File: config.mk
export PLATFORM = sky130hd
export DESIGN_NAME = gpir_port
export DESIGN_NICKNAME = d
export VERILOG_FILES = /design/src/gpir_detect.v /design/src/gpir_port.v /design/src/gpir_sync.v
export VERILOG_INCLUDE_DIRS = /design/src /design/src/pkg
export SDC_FILE = /design/constraint.sdc
export NUM_CORES = 1
export LEC_CHECK = 0
export ABC_AREA = 1
export ABC_CLOCK_PERIOD_IN_PS = 13500
export BUFFER_PORTS_ARGS = -buffer_cell sky130_fd_sc_hd__buf_4
export CORE_MARGIN = 8
export CORE_UTILIZATION = 44
export CTS_BUF_LIST = sky130_fd_sc_hd__clkbuf_4
export DETAILED_ROUTE_END_ITERATION = 8
export MAX_ROUTING_LAYER = met4
export PLACE_DENSITY = 0.65
export SLEW_MARGIN = 0
export SYNTH_ARGS = -nofsm -noshare
export SYNTH_HDL_FRONTEND = slang
export SYNTH_SLANG_ARGS = --single-unit
export TNS_END_PERCENT = 100
File: constraint.sdc
create_clock -name mclk -period 13.5 [get_ports mclk]
set_input_delay 0 -clock mclk [delete_from_list [all_inputs] [get_ports mclk]]
set_output_delay 0 -clock mclk [all_outputs]
set_load 0.01 [all_outputs]
File: src/pkg/gpir_regs.vh
`ifndef GPIR_REGS_VH
`define GPIR_REGS_VH
// register byte offsets
`define GPIR_OFF_PIN_DATA 8'h00
`define GPIR_OFF_DIRECTION 8'h04
`define GPIR_OFF_PULL_EN 8'h08
`define GPIR_OFF_DRIVE 8'h0c
`define GPIR_OFF_SENSE 8'h10
`define GPIR_OFF_BOTH_EDGES 8'h14
`define GPIR_OFF_POLARITY 8'h18
`define GPIR_OFF_MASK 8'h1c
`define GPIR_OFF_MASKED_FLAGS 8'h24
`define GPIR_OFF_CLEAR 8'h28
`define GPIR_OFF_FUNC_LOW 8'h2c
`define GPIR_OFF_FUNC_HIGH 8'h30
`define GPIR_OFF_SET_ALIAS 8'h3c
`define GPIR_OFF_CLR_ALIAS 8'h40
`define GPIR_OFF_TIMER_SEL 8'h44
// reset values
`define GPIR_RST_ZERO 32'h00000000
`define GPIR_RST_PULL_EN 32'h003fffff
`define GPIR_RST_FUNC_HIGH 32'h00000110
// function field layout and codes
`define GPIR_FUNC_W 4
`define GPIR_FUNC_GPIO 3'h0
`define GPIR_FUNC_SER1 3'h1
`define GPIR_FUNC_SER2 3'h4
`define GPIR_FUNC_SER3 3'h5
// timer selector field width
`define GPIR_TSEL_W 8
`endif

File: src/gpir_detect.v
`timescale 1ns/1ps
// per-pin interrupt trigger decode, purely combinational
module gpir_detect #(
  parameter N = 15
) (
  input wire [N-1:0] cur,
  input wire [N-1:0] prev,
  input wire [N-1:0] sense,
  input wire [N-1:0] both,
  input wire [N-1:0] pol,
  output wire [N-1:0] edge_hit,
  output wire [N-1:0] level_hit
);
  genvar i;
  generate
    for (i = 0; i < N; i = i + 1) begin : g_pin
      wire rise;
      wire fall;
      assign rise = cur[i] & ~prev[i];
      assign fall = ~cur[i] & prev[i];
      assign edge_hit[i] = ~sense[i] &
        (both[i] ? (rise | fall) : (pol[i] ? rise : fall));
      assign level_hit[i] = sense[i] & (cur[i] == pol[i]);
    end
  endgenerate
endmodule // gpir_detect

File: src/gpir_port.v
// Strobed register access was left to the implementer.
`timescale 1ns/1ps
//
// Overview of operation
// - GPIO output pins drive the last written output data bit.
// - Reading pin data returns the live pin level.
// - One direction bit per pin, 1 is output, resets to zero.
// - One pull-enable bit per pin, reset to printed pattern.
// - One drive-strength bit per pin, 1 is high drive, reset zero.
// - Sense bit selects edge (0) or level (1) interrupt detection.
// - Edge pins trigger on one edge or both edges.
// - Polarity bit picks falling/low (0) or rising/high (1).
// - Mask bit enables each pin interrupt, all reset zero.
// - Read-only masked status shows pending and enabled pins.
// - Writing one to the clear register clears that pending bit.
// - IO0-IO7 have 3-bit function fields with reserved bit above.
// - IO8-IO14 function register resets IO9, IO10 to first serial.
// - Ones written to set alias set output data bits.
// - Ones written to clear alias clear output data bits.
// - A register routes chosen pins to timer capture inputs.
// - Four 8-bit selector fields, values 0 to 14 pick pins.
//
`include "gpir_regs.vh"
module gpir_port #(
  parameter N = 15
) (
  input wire mclk,
  input wire rstn,
  input wire [7:0] addr,
  input wire [31:0] wdata,
  input wire wr_stb,
  input wire rd_stb,
  output reg [31:0] rdata,
  input wire [N-1:0] pin_in,
  output reg [N-1:0] pin_out,
  output reg [N-1:0] pin_oe_n,
  output reg [N-1:0] pull_en,
  output reg [N-1:0] drive_high,
  output reg [N-1:0] func_first_serial,
  output reg [N-1:0] func_second_serial,
  output reg [N-1:0] func_third_serial,
  output reg [N-1:0] func_gpio,
  output reg timer1_input_a,
  output reg timer1_input_b,
  output reg timer2_input_a,
  output reg timer2_input_b,
  output reg irq_any
);
  // ----------------------------------------------------------------
  // reset release
  // ----------------------------------------------------------------
  reg rst_meta;
  reg rst_n;

  // async assert, sync release through two flops
  always @(posedge mclk or negedge rstn) begin
    if (!rstn) begin
      rst_meta <= 1'b0;
      rst_n <= 1'b0;
    end else begin
      rst_meta <= 1'b1;
      rst_n <= rst_meta;
    end
  end

  // ----------------------------------------------------------------
  // registers
  // ----------------------------------------------------------------
  reg [N-1:0] out_data;
  reg [N-1:0] direction_bits;
  reg [31:0] pull_enable_bits;
  reg [31:0] drive_strength_bits;
  reg [N-1:0] irq_sense_select;
  reg [N-1:0] irq_both_edges;
  reg [N-1:0] irq_polarity;
  reg [N-1:0] irq_mask;
  reg [N-1:0] pending;
  reg [31:0] pin_function_low;
  reg [31:0] pin_function_high;
  reg [31:0] timer_input_pin_select;
  reg [31:0] next_rdata;
  reg [N-1:0] next_out_data;

  wire [N-1:0] pin_sync;
  wire [N-1:0] pin_prev;
  wire [N-1:0] edge_hit;
  wire [N-1:0] level_hit;
  wire [N-1:0] clr_bits;
  wire [63:0] func_all;

  // fields of both function registers joined, 4 bits per pin
  assign func_all = {pin_function_high, pin_function_low};

  // returns a 3-bit function code of pin p
  function [2:0] func_of;
    input [63:0] all;
    input integer p;
    begin
      func_of = all[p*`GPIR_FUNC_W +: 3];
    end
  endfunction

  // picks one synchronised pin by an 8-bit selector; out of range reads 0
  function pick_pin;
    input [N-1:0] pins;
    input [7:0] sel;
    begin
      if (sel < N)
        pick_pin = pins[sel[3:0]];
      else
        pick_pin = 1'b0;
    end
  endfunction

  // ----------------------------------------------------------------
  // pin sampling and trigger decode
  // ----------------------------------------------------------------
  // synchronise then compare to previous
  gpir_sync #(.N(N)) u_sync (
    .mclk(mclk),
    .rst_n(rst_n),
    .async_in(pin_in),
    .sync_out(pin_sync),
    .prev_out(pin_prev)
  );

  gpir_detect #(.N(N)) u_detect (
    .cur(pin_sync),
    .prev(pin_prev),
    .sense(irq_sense_select),
    .both(irq_both_edges),
    .pol(irq_polarity),
    .edge_hit(edge_hit),
    .level_hit(level_hit)
  );

  assign clr_bits = (wr_stb && addr == `GPIR_OFF_CLEAR) ?
    wdata[N-1:0] : {N{1'b0}};

  // ----------------------------------------------------------------
  // output data with set and clear aliases
  // ----------------------------------------------------------------
  // aliases touch only the bits written as one
  always @* begin
    next_out_data = out_data;
    if (wr_stb) begin
      case (addr)
        `GPIR_OFF_PIN_DATA: next_out_data = wdata[N-1:0];
        `GPIR_OFF_SET_ALIAS: next_out_data = out_data | wdata[N-1:0];
        `GPIR_OFF_CLR_ALIAS: next_out_data = out_data & ~wdata[N-1:0];
        default: next_out_data = out_data;
      endcase
    end
  end

  // ----------------------------------------------------------------
  // register writes
  // ----------------------------------------------------------------
  // reserved bits of the 32-bit registers are stored as written; software keeps them at reset
  always @(posedge mclk or negedge rst_n) begin
    if (!rst_n) begin
      out_data <= {N{1'b0}};
      direction_bits <= {N{1'b0}};
      pull_enable_bits <= `GPIR_RST_PULL_EN;
      drive_strength_bits <= `GPIR_RST_ZERO;
      irq_sense_select <= {N{1'b0}};
      irq_both_edges <= {N{1'b0}};
      irq_polarity <= {N{1'b0}};
      irq_mask <= {N{1'b0}};
      pin_function_low <= `GPIR_RST_ZERO;
      pin_function_high <= `GPIR_RST_FUNC_HIGH;
      timer_input_pin_select <= `GPIR_RST_ZERO;
    end else begin
      out_data <= next_out_data;
      if (wr_stb) begin
        case (addr)
          `GPIR_OFF_DIRECTION: direction_bits <= wdata[N-1:0];
          `GPIR_OFF_PULL_EN: pull_enable_bits <= wdata;
          `GPIR_OFF_DRIVE: drive_strength_bits <= wdata;
          `GPIR_OFF_SENSE: irq_sense_select <= wdata[N-1:0];
          `GPIR_OFF_BOTH_EDGES: irq_both_edges <= wdata[N-1:0];
          `GPIR_OFF_POLARITY: irq_polarity <= wdata[N-1:0];
          `GPIR_OFF_MASK: irq_mask <= wdata[N-1:0];
          `GPIR_OFF_FUNC_LOW: pin_function_low <= wdata;
          `GPIR_OFF_FUNC_HIGH: pin_function_high <= wdata;
          `GPIR_OFF_TIMER_SEL: timer_input_pin_select <= wdata;
          default: ;
        endcase
      end
    end
  end

  // ----------------------------------------------------------------
  // pending interrupt flags
  // ----------------------------------------------------------------
  // no edges until the sampler holds real pin levels after reset
  reg [2:0] warm;

  // pulled-up pins would otherwise show a false rising edge
  always @(posedge mclk or negedge rst_n) begin
    if (!rst_n)
      warm <= 3'b000;
    else
      warm <= {warm[1:0], 1'b1};
  end

  // a new trigger in the clear cycle wins over the clear
  always @(posedge mclk or negedge rst_n) begin
    if (!rst_n)
      pending <= {N{1'b0}};
    else
      pending <= (pending & ~clr_bits) | (edge_hit & {N{warm[2]}}) |
        level_hit;
  end

  // ----------------------------------------------------------------
  // read path, data one cycle after the strobe
  // ----------------------------------------------------------------
  always @* begin
    next_rdata = 32'h00000000;
    case (addr)
      `GPIR_OFF_PIN_DATA: next_rdata[N-1:0] = pin_sync;
      `GPIR_OFF_DIRECTION: next_rdata[N-1:0] = direction_bits;
      `GPIR_OFF_PULL_EN: next_rdata = pull_enable_bits;
      `GPIR_OFF_DRIVE: next_rdata = drive_strength_bits;
      `GPIR_OFF_SENSE: next_rdata[N-1:0] = irq_sense_select;
      `GPIR_OFF_BOTH_EDGES: next_rdata[N-1:0] = irq_both_edges;
      `GPIR_OFF_POLARITY: next_rdata[N-1:0] = irq_polarity;
      `GPIR_OFF_MASK: next_rdata[N-1:0] = irq_mask;
      `GPIR_OFF_MASKED_FLAGS: next_rdata[N-1:0] = pending & irq_mask;
      `GPIR_OFF_FUNC_LOW: next_rdata = pin_function_low;
      `GPIR_OFF_FUNC_HIGH: next_rdata = pin_function_high;
      `GPIR_OFF_TIMER_SEL: next_rdata = timer_input_pin_select;
      // write-only and alias registers read zero
      default: next_rdata = 32'h00000000;
    endcase
  end

  // read data stands one cycle, zero otherwise
  always @(posedge mclk or negedge rst_n) begin
    if (!rst_n)
      rdata <= 32'h00000000;
    else if (rd_stb)
      rdata <= next_rdata;
    else
      rdata <= 32'h00000000;
  end

  // ----------------------------------------------------------------
  // pad controls and function decode, all registered
  // ----------------------------------------------------------------
  integer k;
  reg [N-1:0] next_gpio;
  reg [N-1:0] next_s1;
  reg [N-1:0] next_s2;
  reg [N-1:0] next_s3;

  always @* begin
    next_gpio = {N{1'b0}};
    next_s1 = {N{1'b0}};
    next_s2 = {N{1'b0}};
    next_s3 = {N{1'b0}};
    for (k = 0; k < N; k = k + 1) begin
      next_gpio[k] = (func_of(func_all, k) == `GPIR_FUNC_GPIO);
      next_s1[k] = (func_of(func_all, k) == `GPIR_FUNC_SER1);
      next_s2[k] = (func_of(func_all, k) == `GPIR_FUNC_SER2);
      next_s3[k] = (func_of(func_all, k) == `GPIR_FUNC_SER3);
    end
  end

  // pads hold high impedance during reset; one cycle of latency
  always @(posedge mclk or negedge rst_n) begin
    if (!rst_n) begin
      pin_out <= {N{1'b0}};
      pin_oe_n <= {N{1'b1}};
      pull_en <= {N{1'b0}};
      drive_high <= {N{1'b0}};
    end else begin
      pin_out <= out_data;
      // a pin in a serial function is never driven from here
      pin_oe_n <= ~(direction_bits & next_gpio);
      pull_en <= pull_enable_bits[N-1:0];
      drive_high <= drive_strength_bits[N-1:0];
    end
  end

  // function strobes registered so the pad mux sees no glitch
  always @(posedge mclk or negedge rst_n) begin
    if (!rst_n) begin
      func_gpio <= {N{1'b0}};
      func_first_serial <= {N{1'b0}};
      func_second_serial <= {N{1'b0}};
      func_third_serial <= {N{1'b0}};
    end else begin
      func_gpio <= next_gpio;
      func_first_serial <= next_s1;
      func_second_serial <= next_s2;
      func_third_serial <= next_s3;
    end
  end

  // ----------------------------------------------------------------
  // timer capture inputs
  // ----------------------------------------------------------------
  wire [3:0] next_timer;

  // one 8-bit selector per timer input
  genvar j;
  generate
    for (j = 0; j < 4; j = j + 1) begin : g_tsel
      // codes above the last pin read low instead of aliasing a pin
      assign next_timer[j] = pick_pin(pin_sync,
        timer_input_pin_select[j*`GPIR_TSEL_W +: `GPIR_TSEL_W]);
    end
  endgenerate

  // registered so a timer never sees a half-written selector
  always @(posedge mclk or negedge rst_n) begin
    if (!rst_n) begin
      timer1_input_a <= 1'b0;
      timer1_input_b <= 1'b0;
      timer2_input_a <= 1'b0;
      timer2_input_b <= 1'b0;
    end else begin
      timer1_input_a <= next_timer[0];
      timer1_input_b <= next_timer[1];
      timer2_input_a <= next_timer[2];
      timer2_input_b <= next_timer[3];
    end
  end

  // ----------------------------------------------------------------
  // status
  // ----------------------------------------------------------------
  // level summary of enabled pending pins, no interrupt logic here
  always @(posedge mclk or negedge rst_n) begin
    if (!rst_n)
      irq_any <= 1'b0;
    else
      irq_any <= |(pending & irq_mask);
  end
endmodule // gpir_port

File: src/gpir_sync.v
`timescale 1ns/1ps
// two-stage synchroniser plus previous sample, one per pin
module gpir_sync #(
  parameter N = 15
) (
  input wire mclk,
  input wire rst_n,
  input wire [N-1:0] async_in,
  output reg [N-1:0] sync_out,
  output reg [N-1:0] prev_out
);
  reg [N-1:0] stage1;

  // stage1 feeds only sync_out
  always @(posedge mclk or negedge rst_n) begin
    if (!rst_n) begin
      stage1 <= {N{1'b0}};
      sync_out <= {N{1'b0}};
      prev_out <= {N{1'b0}};
    end else begin
      stage1 <= async_in;
      sync_out <= stage1;
      prev_out <= sync_out;
    end
  end
endmodule // gpir_sync
==> results.json <==
{
  "synth_top_area_cell": "dfrtp_1",
  "r2r_cells": 2,
  "hold_viol_final": 0,
  "synth_cell_type_count": 38,
  "wl_mm": 61.6,
  "nFillCells": 3997,
  "post_cts_buffers": 0,
  "boundaryPins": 216,
  "post-place-ws_ps": 10610,
  "yosysWarnings": 0,
  "vdd_drop_max_mv": 0.0684,
  "tritoncts": "done",
  "relSlewSlack": 0.207,
  "drc": 0,
  "ff2ff_setup_slack_ps": 11280,
  "final_cell_area_mm2": 0.0250,
  "fin_crit_ps": 3600,
  "numCtsBuffers": 120,
  "synthArstFlopShare": 1.00,
  "clkLatencyLatePin_ps": 890,
  "final_nets": 2636,
  "synth_top_area_frac": 0.541,
  "finalCritPeriodShare": 0.266,
  "core_area_mm2": 0.0452,
  "p_leak_nw": 12.3,
  "grt_max_degree": 199,
  "portBuffers": 215,
  "final_util": 0.553,
  "cts_num_sinks": 472,
  "syn_to_final_growth_pct": 24.6,
  "drive_gt1_frac": 0.201,
  "die_w_um": 229,
  "syn_area_mm2": 0.0200,
  "placed_cells": 2873,
  "vias": 17000,
  "grt_pass1_vias": 17200,
  "synth-edff-count": 0,
  "cap_viol_max_count": 0,
  "final.setup_skew_ps": 78.2,
  "wl_per_cell_um": 19.0,
  "status": "finished clean",
  "dieArea_mm2": 0.0526,
  "cp-start-kind": "input pin",
  "die_y_um": 229,
  "synthCells": 2164,
  "setup_violations": 0,
  "dp_hpwl_mm": 39.6,
  "ys.flop_type": "dfrtp_1",
  "antenna_found_initial": 2,
  "vias_per_cell": 5.23,
  "setup_tns_ps": 0,
  "tightest_slew_ps": 1190,
  "cp.required_ps": 14290,
  "drtPass1Iterations": 8,
  "drv_slew": 0,
  "crit_fanout": 16,
  "grt_pass1_wl_mm": 97.3,
  "gr-usage-all-layers": 0.241,
  "antenna_left": 0,
  "min_path_cells": 4,
  "synth.area.top_cells": "dfrtp_1 54%, nand2_1 9.9%, nand3_1 6.2%, dfstp_2 5.1%, o21ai_0 4.1%",
  "placed_area_mm2": 0.0219,
  "cp-end-kind": "register",
  "finish.cell_count_without_fillers": 3247,
  "synth_common_cells": "527 x nand2_1, 433 x dfrtp_1, 248 x nand3_1",
  "synth_seq_cells": 472,
  "clockRootBuffer": "clkbuf_4",
  "yosysSeqAreaShare": 0.592,
  "synth_area_per_cell_um2": 9.26,
  "first_iter_violations": 1512,
  "crit_arrival_ps": 4380,
  "power.density_mw_per_mm2": 123,
  "synth_most_common_cell": "nand2_1",
  "rows": 78,
  "clk_path_buf_depth": 3,
  "globalplace.congestion": 0.936,
  "htreeDepth": 3,
  "initial_core_util": 0.443,
  "critPathKind": "in -> reg",
  "grt_overflow": 0,
  "setup_ws_ps": 9900,
  "fmax_ghz": 0.278,
  "grt_setup_unrepaired": "false",
  "clk_pin_slew_ps": 70,
  "min_path_type": "in -> reg"
}
==> metrics by stage <==
stage,hold slack [ps],total power [W]
3_5_place_dp,-213,0.00183
4_1_cts,149,0.00309
6_report,195,0.00306
5_1_grt,206,0.00321
3_3_place_gp,-215,0.00182
2_1_floorplan,-296,0.00170
==> registers in the layout (all words and copies together) (netlist names), 32 cells and up <==
name,cells
rdata,32
timer_input_pin_select,32
pin_function_high,32
drive_strength_bits,32
pin_function_low,32
pull_enable_bits,32
==> final timing paths <==
kind,startpoint,to
worst min register to register,u_sync.stage1[2]$_DFF_PN0_,u_sync.sync_out[2]$_DFF_PN0_
worst min-delay path,wdata[1],timer_input_pin_select[1]$_DFFE_PN0P_
min in group asynchronous,rst_n$_DFF_PN0_,irq_sense_select[11]$_DFFE_PN0P_
worst max register to register,rst_n$_DFF_PN0_,drive_strength_bits[5]$_DFFE_PN0P_
worst max-delay path,addr[6],rdata[26]$_DFF_PN0_
max in group asynchronous,rst_n$_DFF_PN0_,drive_strength_bits[5]$_DFFE_PN0P_
==> cell families (layout without fill, tap and decap cells) <==
logic type               count (synthesis)  after routing  share of synthesized area
AND/OR/NAND/NOR                       1028           1028                      0.225
buffers and inverters                  263            744                     0.0584
adder cells (fa/ha/maj)                 30             30                     0.0187
XOR/XNOR                                10             10                    0.00437
other                                    1              3                   0.000187
multiplexers                            15             15                    0.00843
AO/OA/AOI/OAI                          345            345                     0.0930
flip-flops                             472            472                      0.592
==> timing repair <==
item | 4_1_cts | 5_1_grt
gates resized for setup | 0 | 0
hold buffers | 152 | 0
hold endpoints to repair | 314 | 0
==> power breakdown <==
part	internal, W	switching [W]
clock network	0.000633	0.000589
registers	0.00150	0.0000638
logic	0.000120	0.000158
==> metal layers <==
layer,wire length [um],GRT usage
met1,25000,0.300
met2,28800,0.367
met3,4920,0.0535
met4,2860,0.126
met5,0,-
==> cells in the final DEF (no fill, tap or decap), drive strengths merged, types with 10 or more instances in the layout <==
| cell | synthesis | routed |
|---|---|---|
| nand3b | 17 | 17 |
| dfstp | 39 | 39 |
| clkbuf | 60 | 189 |
| dlygate4sd3 | 0 | 152 |
| nand2 | 539 | 539 |
| nand3 | 248 | 248 |
| nor3 | 62 | 62 |
| nor2 | 148 | 148 |
| inv | 141 | 147 |
| o211ai | 23 | 23 |
| dfrtp | 433 | 433 |
| o21ai | 254 | 254 |
| mux2 | 15 | 15 |
| clkinv | 2 | 28 |
| a21oi | 62 | 62 |
| buf | 60 | 228 |
| xnor2 | 10 | 10 |
| ha | 30 | 30 |
==> worst max-delay path, cell delays in order <==
cell and delay [ps]:
dlygate4sd3_1 550, buf_4 150, nor2_1 70, dlygate4sd3_1 590
nand2_4 110, dlygate4sd3_1 750, nor3_4 400, dlygate4sd3_1 1260
nand2_1 100, o21ai_0 160, nor2_1 90, nor2_1 130
==> area by class of cell <==
cell class / instances / area (um2) / share of cell area
flip-flops and latches: 472 / 11900 / 0.475
multi-input cells: 1430 / 7000 / 0.281
repair buffers: 380 / 3260 / 0.131
clock buffers: 189 / 1420 / 0.0568
well taps: 600 / 751 / 0.0301
inverters: 143 / 537 / 0.0215
clock inverters: 32 / 131 / 0.00526
diodes: 1 / 2.50 / 0.000100
(Power assumes the default switching activity.)
